### src/flag_pkg.sv
// constants and types shared by the status flag logic
package flag_pkg;
    localparam logic [11:0] flags_offset = 12'hfdb;
    localparam logic [11:0] op_offset = 12'h000;
    localparam logic [11:0] oper_offset = 12'h001;
    localparam logic [11:0] result_offset = 12'h002;
    localparam logic [11:0] ext_offset = 12'h003;
    // offsets are word indices, so the byte address is four times each
    localparam logic [31:0] flags_addr = 32'h00003f6c;
    localparam logic [31:0] op_addr = 32'h00000000;
    localparam logic [31:0] oper_addr = 32'h00000004;
    localparam logic [31:0] result_addr = 32'h00000008;
    localparam logic [31:0] ext_addr = 32'h0000000c;
    localparam int neg_bit = 4;
    localparam int wrap_bit = 3;
    localparam int zero_bit = 2;
    localparam int half_bit = 1;
    localparam int carry_bit = 0;
    localparam logic [4:0] flags_reset = 5'h00;
    localparam logic [7:0] byte_reset = 8'h00;
    localparam logic [3:0] op_reset = 4'h0;
    localparam logic ext_reset = 1'b0;
    typedef enum logic [3:0] {
        op_none, add_wreg_to_reg, add_literal_to_wreg,
        subtract_wreg_from_literal, subtract_wreg_from_reg,
        register_clear_op, bit_clear_op, bit_set_op, nibble_exchange_op,
        reg_to_reg_move_op, wreg_store_op, rotate_right_op, rotate_left_op,
        logic_and_op
    } op_t;
endpackage

### src/flag_alu.sv
// combinational alu that produces result and new flag values
`timescale 1ns/1ps
`default_nettype none
module flag_alu (
    input wire logic [3:0] op,
    input wire logic [7:0] reg_value,
    input wire logic [7:0] wreg_value,
    input wire logic [4:0] flags_in,
    output logic [7:0] result,
    output logic [4:0] flags_out,
    output logic writes_flags
);
    logic [8:0] sum;
    logic [4:0] low_sum;
    logic [7:0] addend;
    logic [7:0] base;
    logic carry_in7;
    logic sub_op;
    always_comb begin
        sub_op = (op == flag_pkg::subtract_wreg_from_literal)
            || (op == flag_pkg::subtract_wreg_from_reg);
        // subtract adds the two's complement of the subtrahend
        addend = sub_op ? ~wreg_value : wreg_value;
        base = reg_value;
        sum = {1'b0, base} + {1'b0, addend} + {8'h00, sub_op};
        low_sum = {1'b0, base[3:0]} + {1'b0, addend[3:0]} + {4'h0, sub_op};
        carry_in7 = sum[7] ^ base[7] ^ addend[7];
        result = reg_value;
        flags_out = flags_in;
        writes_flags = 1'b0;
        unique case (op)
            flag_pkg::add_wreg_to_reg, flag_pkg::add_literal_to_wreg,
            flag_pkg::subtract_wreg_from_literal,
            flag_pkg::subtract_wreg_from_reg: begin
                result = sum[7:0];
                writes_flags = 1'b1;
                flags_out[flag_pkg::neg_bit] = sum[7];
                flags_out[flag_pkg::wrap_bit] = carry_in7 ^ sum[8];
                flags_out[flag_pkg::zero_bit] = (sum[7:0] == 8'h00);
                flags_out[flag_pkg::half_bit] = low_sum[4];
                // carry reads as inverted borrow on subtract
                flags_out[flag_pkg::carry_bit] = sum[8];
            end
            flag_pkg::rotate_right_op: begin
                result = {flags_in[flag_pkg::carry_bit], reg_value[7:1]};
                writes_flags = 1'b1;
                flags_out[flag_pkg::half_bit] = reg_value[4];
                flags_out[flag_pkg::carry_bit] = reg_value[0];
                flags_out[flag_pkg::neg_bit] = result[7];
                flags_out[flag_pkg::zero_bit] = (result == 8'h00);
            end
            flag_pkg::rotate_left_op: begin
                result = {reg_value[6:0], flags_in[flag_pkg::carry_bit]};
                writes_flags = 1'b1;
                flags_out[flag_pkg::half_bit] = reg_value[3];
                flags_out[flag_pkg::carry_bit] = reg_value[7];
                flags_out[flag_pkg::neg_bit] = result[7];
                flags_out[flag_pkg::zero_bit] = (result == 8'h00);
            end
            flag_pkg::logic_and_op: begin
                result = reg_value & wreg_value;
                writes_flags = 1'b1;
                flags_out[flag_pkg::neg_bit] = result[7];
                flags_out[flag_pkg::zero_bit] = (result == 8'h00);
            end
            flag_pkg::register_clear_op: begin
                result = 8'h00;
                writes_flags = 1'b1;
                flags_out[flag_pkg::zero_bit] = 1'b1;
            end
            flag_pkg::bit_clear_op, flag_pkg::bit_set_op,
            flag_pkg::nibble_exchange_op, flag_pkg::reg_to_reg_move_op,
            flag_pkg::wreg_store_op: begin
                // flags untouched, so these may safely edit the flags
                writes_flags = 1'b0;
                unique case (op)
                    flag_pkg::bit_clear_op:
                        result = reg_value & ~(8'h01 << wreg_value[2:0]);
                    flag_pkg::bit_set_op:
                        result = reg_value | (8'h01 << wreg_value[2:0]);
                    flag_pkg::nibble_exchange_op:
                        result = {reg_value[3:0], reg_value[7:4]};
                    flag_pkg::reg_to_reg_move_op:
                        result = reg_value;
                    default:
                        result = wreg_value;
                endcase
            end
            default: begin
                result = reg_value;
            end
        endcase
    end
endmodule // flag_alu
`default_nettype wire

### src/alu_status_flag_logic.sv
// ahb-lite slave holding the arithmetic flags and an operation port
//
// The AHB-Lite slave port was decided locally.
`timescale 1ns/1ps
`default_nettype none
module alu_status_flag_logic (
    input wire logic hclk,
    input wire logic hresetn,
    input wire logic hsel,
    input wire logic [31:0] haddr,
    input wire logic [1:0] htrans,
    input wire logic hwrite,
    input wire logic [2:0] hsize,
    input wire logic [31:0] hwdata,
    input wire logic hready,
    output logic [31:0] hrdata,
    output logic hreadyout,
    output logic hresp,
    output logic [4:0] flags,
    output logic indexed_mode_enable
);
    typedef struct packed {
        logic [4:0] flags;
        logic [3:0] op;
        logic op_dest_flags;
        logic [7:0] reg_value;
        logic [7:0] wreg_value;
        logic [7:0] result;
        logic ext;
        logic wr_pending;
        logic [31:0] wr_addr;
        logic [31:0] rdata;
    } state_t;

    state_t cur;
    state_t next_cur;
    logic [7:0] alu_result;
    logic [4:0] alu_flags;
    logic alu_writes;
    logic [7:0] operand;
    logic [3:0] wr_op;
    logic wr_dest;

    always_comb begin
        wr_op = hwdata[3:0];
        wr_dest = hwdata[8];
        // reading the flag register as source works like any register
        operand = wr_dest ? {3'h0, cur.flags} : hwdata[23:16];
    end

    flag_alu alu (
        .op(wr_op),
        .reg_value(operand),
        .wreg_value(hwdata[31:24]),
        .flags_in(cur.flags),
        .result(alu_result),
        .flags_out(alu_flags),
        .writes_flags(alu_writes)
    );

    logic addr_phase;
    logic [31:0] rd_addr;

    always_comb begin
        next_cur = cur;
        addr_phase = hsel && hready && htrans[1];
        rd_addr = haddr;
        // data phase of a write: hwdata valid now
        next_cur.wr_pending = addr_phase && hwrite;
        if (addr_phase) begin
            next_cur.wr_addr = haddr;
        end
        if (cur.wr_pending) begin
            unique case (cur.wr_addr)
                flag_pkg::op_addr: begin
                    // executes at once, flags stored in this cycle
                    next_cur.op = wr_op;
                    next_cur.op_dest_flags = wr_dest;
                    next_cur.reg_value = operand;
                    next_cur.wreg_value = hwdata[31:24];
                    next_cur.result = alu_result;
                    if (wr_dest) begin
                        // result lands in the flag bits, but flag logic wins
                        // for all five bits whenever the op writes flags
                        if (alu_writes) begin
                            next_cur.flags = alu_flags;
                        end else begin
                            next_cur.flags = alu_result[4:0];
                        end
                    end else if (alu_writes) begin
                        next_cur.flags = alu_flags;
                    end
                end
                flag_pkg::flags_addr: begin
                    next_cur.flags = hwdata[4:0];
                end
                flag_pkg::ext_addr: begin
                    next_cur.ext = hwdata[0];
                end
                default: begin
                    next_cur.flags = cur.flags;
                end
            endcase
        end
        if (addr_phase && !hwrite) begin
            unique case (rd_addr)
                flag_pkg::flags_addr:
                    next_cur.rdata = {27'h0, next_cur.flags};
                // a read right behind a write must see the new value
                flag_pkg::op_addr:
                    next_cur.rdata = {next_cur.wreg_value, next_cur.reg_value,
                        7'h00, next_cur.op_dest_flags, 4'h0, next_cur.op};
                flag_pkg::result_addr:
                    next_cur.rdata = {24'h0, next_cur.result};
                flag_pkg::ext_addr:
                    next_cur.rdata = {31'h0, next_cur.ext};
                default:
                    next_cur.rdata = 32'h0;
            endcase
        end
    end

    always_ff @(posedge hclk or negedge hresetn) begin
        if (!hresetn) begin
            cur.flags <= flag_pkg::flags_reset;
            cur.op <= flag_pkg::op_reset;
            cur.op_dest_flags <= 1'b0;
            cur.reg_value <= flag_pkg::byte_reset;
            cur.wreg_value <= flag_pkg::byte_reset;
            cur.result <= flag_pkg::byte_reset;
            cur.ext <= flag_pkg::ext_reset;
            cur.wr_pending <= 1'b0;
            cur.wr_addr <= 32'h0;
            cur.rdata <= 32'h0;
        end else begin
            cur <= next_cur;
        end
    end

    always_ff @(posedge hclk or negedge hresetn) begin
        if (!hresetn) begin
            hreadyout <= 1'b1;
            hresp <= 1'b0;
        end else begin
            hreadyout <= 1'b1;
            hresp <= 1'b0;
        end
    end

    assign hrdata = cur.rdata;
    assign flags = cur.flags;
    assign indexed_mode_enable = cur.ext;
endmodule // alu_status_flag_logic
`default_nettype wire

### config.mk
export PLATFORM = sky130hd
export DESIGN_NAME = alu_status_flag_logic
export DESIGN_NICKNAME = d
export VERILOG_FILES = /design/src/flag_pkg.sv /design/src/flag_alu.sv /design/src/alu_status_flag_logic.sv
export SDC_FILE = /design/constraint.sdc
export NUM_CORES = 1
export LEC_CHECK = 0
export BUFFER_PORTS_ARGS = -buffer_cell sky130_fd_sc_hd__clkbuf_2
export CELL_PAD_IN_SITES_DETAIL_PLACEMENT = 0
export CELL_PAD_IN_SITES_GLOBAL_PLACEMENT = 1
export CORE_MARGIN = 2
export CORE_UTILIZATION = 39
export DETAILED_ROUTE_END_ITERATION = 12
export PLACE_DENSITY_LB_ADDON = 0.12
export SLEW_MARGIN = 20
export SYNTH_ARGS = -nofsm -noshare
export SYNTH_HDL_FRONTEND = slang
export SYNTH_SLANG_ARGS = --single-unit
### constraint.sdc
create_clock -name hclk -period 2.8 [get_ports hclk]
set_input_delay 0.56 -clock hclk [delete_from_list [all_inputs] [get_ports hclk]]
set_output_delay 0.56 -clock hclk [all_outputs]
set_load 0.01 [all_outputs]
### Word-level counts from Yosys, hierarchy flattened

Index checks and enable logic that the tools add are counted.

* bits in registers: 100
* output and inout bits: 40
* bits in writable memories: 0
* memories: 0
* logic and storage cells: 73
* latch bits: 0
* memory bits (read-only): 0
* input bits: 74

* order comparisons: 0
* $add $sub $neg: 4
* bitwise gates (word level): 8
* mux-type cells: 17
* divide/modulo/power cells: 0
* shift operators: 1
* reduce and logical (&&, ||, !) cells: 15
* eq/ne operators: 18
* $mul: 0

Operators with widths (number)
* 32-bit one-hot mux with 4 select lines: 1
* 32-bit by 4-bit equality test with 1-bit output (second input constant): 3
* 32-bit by 14-bit equality test with 1-bit output (second input constant): 2
* 32-bit logical NOT: 2
* 8-bit one-hot mux with 6 select lines: 1
* 35-bit 2-to-1 mux: 1
* 8-bit logical NOT: 4
* 8-bit one-hot mux with 4 select lines: 1
* 29-bit 2-to-1 mux: 1
* 4-bit equality test (second input constant): 6
* 8-bit bitwise AND: 2
* 4-bit by 3-bit equality test with 1-bit output (second input constant): 4
* 8-bit 2-to-1 mux: 2
* 8-bit NOT: 2
* 5-bit 2-to-1 mux: 3
* 5-bit one-hot mux with 2 select lines: 1
* 8-bit by 8-bit adder with 9-bit output: 1
* 9-bit by 1-bit adder with 9-bit output: 1
* 4-bit by 2-bit equality test with 1-bit output (second input constant): 2
* 8-bit bitwise OR: 1
* 8-bit OR reduction: 1
* 1-bit by 3-bit left shift with 8-bit output (first input constant): 1
* 2-bit one-hot mux with 3 select lines: 1
* 4-bit by 4-bit adder with 5-bit output: 1
* 11 further kinds: 18

### Depth between registers and ports, before layout

Gate-level depths: netlist (run 1).

* depth after elaboration: 14
* depth in mapped cells: 14
* mapped depth without buffers: 13

### Modules after synthesis

Synthesis (run 1) repeated with hierarchy kept, for this count alone.

* cells, all modules: 594
* area, all modules: 5936.9 um2

Modules (own cells, without submodules)
* alu_status_flag_logic: cells each 359, times used 1, sequential area each 2327.2 um2, area an instance 4360.4 um2
* flag_alu: cells each 235, times used 1, sequential area each 0.0 um2, area an instance 1576.5 um2

### Worst setup path after synthesis (run 1)

OpenSTA, ideal clock, no wires.

* path type: input -> register
* start point: input hwdata[8]
* end point: register cur (netlist bit hrdata[4])
* setup slack: -578 ps
* arrival: 3258 ps
* buffers on the path: 2
* library setup time: 120 ps
* required time: 2680 ps
* stages: 13
* path through: buf_2 -> buf_6 -> mux2i_1 -> clkinv_1 -> ha_1 -> or2_2 -> o22a_1 -> xor2_1 -> a221o_1 -> a32oi_1 -> a21oi_1 -> a221o_1 -> a31o_2

RTL lines
* start: declaration: RTL line alu_status_flag_logic.sv:14 `input wire logic [31:0] hwdata,`
* end signal: assignment: RTL line alu_status_flag_logic.sv:136 `cur <= next_cur;`
* end: declaration: RTL line alu_status_flag_logic.sv:35 `state_t cur;`

==> flow_summary.yaml, run 1 <==
pwr:
  internal-power_mw: 2.759
  power_mw: 3.919
  sw_frac_of_total_pct: 29.61
  seqPwrFrac_pct: 38.3
  leakage_nw: 3.787
  power.density_nw_per_um2: 480.8
  peakVddDrop_v: 0.0003081
  switching_power_mw: 1.161
  combPwrFrac_pct: 26.7
  clock_power_share_pct: 34.9
sta:
  finalClockSkew_ns: 0.008562
  slew-limit-headroom_pct: 42.59
  max_freq_ghz: 0.3159
  fin_crit_sh_pct: 113.1
  final-setup-viol-count: 16
  tightestPinTransition_ns: 0.8611
  setup_slack_ns: -0.3660
  rsz0062_at_grt: "true"
  fin_hold_ws_ns: 0.3173
  maxSlewViolCount: 0
  setup_tns_ns: -3.539
  finalHoldViolCount: 0
  period_minus_slack_ns: 3.166
global_routing:
  grt_pass1_wl_um: 32350
  track_usage_pct: 25.78
  antenna_found_initial: 0
  grt_pass1_vias: 5715
  grt_start_max_net_pins: 70
  grt-ovfl-total: 0
worst_setup_path:
  r2r_slack_ns: -0.02
  crit_path_end: "hrdata[4]"
  worstPathMaxFanout: 3
  worstReg2RegStart: "flags[2]"
  cp-startpoint: "hwdata[0]"
  worstPathRequired_ns: 3.04
  setup.worst_path.class: "in2reg"
  cp.arrival_ns: 3.41
  worst_setup_path_end_kind: "register"
  cp-start-kind: "input pin"
  reg2regPathDepth: 11
  timing.rr.end: "hrdata[4]"
routing:
  dr_total_vias: 5729
  via_per_inst: 5.639
  wl_met3_um: 1221
  drt-met1-wl_um: 9532
  wirelength_um: 20940
  drt.antenna.violating_nets: 0
  drt_iter0_markers: 361
  wl_per_cell_um: 20.61
  wl_met2_um: 9544
  first_pass_iters: 7
  highest-signal-layer: "met4"
  drc: 0
floorplan:
  die_w_um: 128.9
  die_y_um: 128.9
  placementRows: 45
  ios: 114
  initial_core_util_pct: 40.05
  core_area_um2: 15200
  dieArea_um2: 16630
finish:
  mostFrequentLayoutCells: "125 x buf_4, 93 x dfrtp_1, 85 x clkbuf_2, 68 x nand2_1"
  multi_input_area_um2: 3613
  seq_area_um2: 2327
  final_common_cell: "buf_4"
  diodes: 0
  area_delta_synth_final_pct: 33.89
  finish.utilization_pct: 53.62
  nFillCells: 1423
  drive_gt1_share_pct: 42.63
  nets: 905
logic_synthesis:
  synth_edf_count: 0
  syn-cell-area_um2: 6088
  synth_top_flop_cell: "dfrtp_1"
  avgSynthCellArea_um2: 9.338
  netlist_instances: 652
  synth_cell_type_count: 88
  ys_seq_elements: 93
  yosysWarnings: 0
  seq_area_frac_synth_pct: 38.22
  synth-async-reset-ratio_pct: 100.0
clock_network:
  cts_max_path_buffers: 2
  clk_pin_slew_worst_paths_ns: 0.07
  ctsHoldBuffers: 0
  cts_tree: "built"
  cts_buffers: 9
  root_buffer: "clkbuf_16"
  cts.sinks: 93
  htreeDepth: 3
  clk_latency_ns: 0.35
placed_design:
  hpwl_um: 16260
  routabilityCongestion: 0.9583
  dp_worst_setup_slack_ns: -0.8055
  port_buffers: 90
outcome:
  violations: "negative setup slack"
  status: "finished, violations left"
hold_path:
  hold_class: "in2async"
run:
  drv_cap: 0
==> through the flow <==
stage / instance area [µm²] / instances
finish: 8152 / 1016
global route: 8152 / 1016
floorplan: 6170 / 659
global placement: 7203 / 973
CTS: 7974 / 1006
detailed placement: 7203 / 973
==> area by class of cell <==
cell class	count	area share (%)
clock buffers	9	2.763
clock inverters	7	1.366
inverters	19	0.8903
multi-input cells	473	44.33
flip-flops and latches	93	28.55
well taps	188	2.886
repair buffers	227	19.22
==> logic make-up after synthesis <==
family,after synthesis,synth area share [%]
compound gates,171,19.71
xor+xnor,13,2.096
fa+ha+maj,9,1.932
buf+inv,93,9.207
flops,93,38.22
mux,47,8.857
other cells,2,0.1234
simple gates,224,19.85
==> worst max-delay path, stage by stage <==
cell,delay (ns)
buf_8,0.10
nor4b_4,0.25
buf_4,0.19
buf_6,0.11
nor3_4,0.04
a21o_1,0.17
fa_2,0.42
nor2b_4,0.13
o22a_1,0.20
xor2_2,0.10
a221o_1,0.35
a32oi_1,0.20
a21oi_1,0.07
a221o_1,0.29
a31o_2,0.21
==> metal layers <==
layer,vias to the layer above,global-route usage [%]
li1,2719,-
met1,2794,35.71
met5,-,0
met2,180,40.74
met4,0,9.143
met3,36,4.491
==> cell usage after synthesis (6+ instances only) <==
cell type  count  area (µm²)
o211ai_1       7       52.55
a22oi_1        9       67.56
a31oi_1        6       37.54
buf_4         40       300.3
nand2b_1       6       37.54
a21oi_1       31       155.2
dfrtp_1       93        2327
nand3_1       21       105.1
and2_1         7       43.79
buf_2         11       55.05
ha_1           7       87.58
mux2i_1        9       90.09
nand4_1        8       50.05
a22o_1        23       201.4
nor4_1        18       112.6
and3_1         6       37.54
clkbuf_1      16       60.06
mux2_2        34       382.9
xnor2_1       10       87.58
nand2_1       70       262.8
nor2_1        34       127.6
inv_1         16       60.06
o21ai_0       35       175.2
nor3_1        11       55.05
==> flip-flops by register name, indices dropped and copies added (netlist names) <==
signal and cells:
hrdata 25, cur 62, indexed_mode_enable 1, flags 5
==> worst min path at each step <==
stage	end	slack, ns	depth (start not counted)
detailed placement	cur[80]	0.46	2
finish	hrdata[24]	0.32	1
global route	cur[76]	0.38	1
CTS	cur[76]	0.35	1
floorplan	cur[32]	0.26	0
global placement	cur[79]	0.45	2
==> power by group through the flow <==
| stage | logic [mW] | registers [mW] | clock network, mW |
|---|---|---|---|
| after global routing | 1.12 | 1.51 | 1.46 |
| final | 1.05 | 1.50 | 1.37 |
| after floorplan | 0.479 | 1.51 | 0 |
| after CTS | 0.990 | 1.50 | 1.41 |
| after global placement | 0.838 | 1.52 | 0 |
| after detailed placement | 0.841 | 1.53 | 0 |
==> what timing repair did <==
action                     in CTS  in global routing
buffers inserted               17                 12
pin swaps                      42                 29
setup endpoints to repair      15                 18
resized for setup              53                 26
No activity file was read; power rests on OpenSTA's default activity.
==> run 2: changes to the inputs <==
--- a/config.mk
+++ b/config.mk
@@ -12,6 +12,7 @@
 export CORE_UTILIZATION = 39
 export DETAILED_ROUTE_END_ITERATION = 12
 export PLACE_DENSITY_LB_ADDON = 0.12
+export REMOVE_ABC_BUFFERS = 1
 export SLEW_MARGIN = 20
 export SYNTH_ARGS = -nofsm -noshare
 export SYNTH_HDL_FRONTEND = slang
==> constraint.sdc (replaced) <==
create_clock -name hclk -period 2.8 [get_ports hclk]
set_input_delay 0.56 -clock hclk [delete_from_list [all_inputs] [get_ports hclk]]
set_output_delay 0.56 -clock hclk [all_outputs]
set_load 0.005 [all_outputs]
==> flow_summary.yaml, run 2 (synthesis results as in run 1) <==
worst_setup_path:
  worstPathRequired_ns: 3.04
  cp-startpoint: "hwdata[2]"
  reg2regPathDepth: 11
  cp-start-kind: "input pin"
  worstReg2RegStart: "flags[3]"
  timing.rr.end: "hrdata[4]"
  r2r_slack_ns: -0.18
  worstPathMaxFanout: 4
  crit_path_end: "hrdata[4]"
  worst_path_most_repeated_cell: "a221o_1"
  setup.worst_path.class: "in2reg"
  cp.arrival_ns: 3.35
  cp_slowest_stage_delay_ns: 0.37
  cpMaxStageDelayCell: "fa_2"
  worst_setup_path_end_kind: "register"
  path_cells: "clkbuf_2 -> and4bb_2 -> nor2_4 -> xnor2_2 -> inv_1 -> fa_2 -> nor2b_4 -> o22a_1 -> xor2_1 -> a221o_1 -> a32oi_1 -> a21oi_1 -> a221o_1 -> a31o_2"
floorplan:
  ios: 114
  placementRows: 45
  dieArea_um2: 16630
  initial_core_util_pct: 40.05
  core_area_um2: 15200
  die_w_um: 128.9
  die_y_um: 128.9
finish:
  mostFrequentLayoutCells: "107 x buf_4, 93 x dfrtp_1, 86 x clkbuf_2, 69 x nand2_1"
  nFillCells: 1450
  nets: 881
  top_register: "cur"
  seq_area_um2: 2327
  multi_input_area_um2: 3548
  final_cells: 992
  diodes: 0
  area_delta_synth_final_pct: 29.41
  drive_gt1_share_pct: 39.93
  final_common_cell: "buf_4"
  largest_reg_flops: 62
  fin_area_um2: 7879
global_routing:
  grt_pass1_vias: 5805
  grt_start_max_net_pins: 49
  grt_pass1_wl_um: 32150
  grt-ovfl-total: 0
  track_usage_pct: 25.26
  antenna_found_initial: 0
routing:
  wirelength_um: 20540
  dr_total_vias: 5697
  via_per_inst: 5.743
  drt.antenna.violating_nets: 0
  wl_per_cell_um: 20.70
  drc: 0
  drt_iter0_markers: 384
  first_pass_iters: 5
sta:
  finalClockSkew_ns: 0.01060
  setup_slack_ns: -0.3056
  rsz0062_at_grt: "true"
  period_minus_slack_ns: 3.106
  tightestPinTransition_ns: 0.6797
  finalHoldViolCount: 0
  final-setup-viol-count: 12
  maxSlewViolCount: 0
  fin_crit_sh_pct: 110.9
  max_freq_ghz: 0.3220
  slew-limit-headroom_pct: 54.68
clock_network:
  cts_max_path_buffers: 2
  cts_tree: "built"
  cts.sinks: 93
  ctsHoldBuffers: 0
  clk_latency_ns: 0.35
  cts_buffers: 9
  clk_pin_slew_worst_paths_ns: 0.07
  htreeDepth: 3
  root_buffer: "clkbuf_16"
placed_design:
  routabilityCongestion: 0.9280
  dp.cells: 966
  port_buffers: 90
  placed_cell_area_um2: 7124
  hpwl_um: 15670
run:
  drv_cap: 0
pwr:
  leakage_nw: 3.625
  peakVddDrop_v: 0.0004273
  power_mw: 3.779
  power.density_nw_per_um2: 479.6
outcome:
  status: "finished, violations left"
  violations: "negative setup slack"
hold_path:
  hold_class: "in2async"
[run 2: cell count changes in the layout (fill, tap and decap cells not counted), moves of 5 or more]
cell,previous run,this run
buf_4,125,107
buf_6,13,5
o21ai_0,26,31
o21ai_1,8,3
[run 2: area by class of cell]
| type | count | area share, % |
|---|---|---|
| clock buffer | 9 | 2.859 |
| clock inverter | 7 | 1.175 |
| inverter | 19 | 0.9052 |
| multi-input combinational | 473 | 45.04 |
| sequential | 93 | 29.54 |
| tap | 188 | 2.986 |
| timing repair buffer | 203 | 17.50 |
[run 2: timing repair]
item / CTS / global route
buffers inserted: 8 / 4
gates cloned: 0 / 0
pin swaps: 35 / 29
gates resized for setup: 47 / 22
setup endpoints to repair: 15 / 16
[run 2: how the worst min path moves through the flow]
stage	start	to	depth (start not counted)
floorplan	hresetn	cur[32]	0
global placement	cur[81]	cur[81]	2
detailed placement	cur[90]	cur[90]	2
CTS	hresetn	hrdata[24]	1
global route	hresetn	hrdata[17]	1
finish	hresetn	hrdata[24]	1
[run 2: critical path: cells and delay by family]
kind	cells	cell delay, ns
compound gates	6	1.30
simple gates	3	0.66
fa+ha+maj	1	0.37
xor+xnor	2	0.27
buf+inv	2	0.17
[run 2: per-layer routing]
| layer | wire length, µm | vias to the layer above | global-route usage, % |
|---|---|---|---|
| met2 | 10280 | 200 | 43.88 |
| met3 | 1041 | 33 | 4.574 |
| met4 | 641 | 0 | 9.399 |
| met5 | 0 | - | 0 |
| li1 | - | 2662 | - |
| met1 | 8576 | 2802 | 31.37 |
[run 2: where the power goes]
group	internal [mW]	switching, mW
combinational	0.471	0.503
clock	0.716	0.587
sequential	1.44	0.0610
total	2.63	1.15
[run 2: metrics by stage]
| stage | TNS [ns] | hold slack (ns) | worst slack (ns) | utilization, % |
|---|---|---|---|---|
| after floorplan | -2.429 | 0.2644 | -0.4349 | - |
| after global placement | -8.713 | 0.4562 | -0.7045 | 46.86 |
| after detailed placement | -9.646 | 0.4563 | -0.7692 | 46.86 |
| after CTS | -1.412 | 0.2565 | -0.2632 | 50.85 |
| after global routing | -3.383 | 0.2790 | -0.4136 | 51.83 |
| final | -2.067 | 0.2244 | -0.3056 | 51.83 |
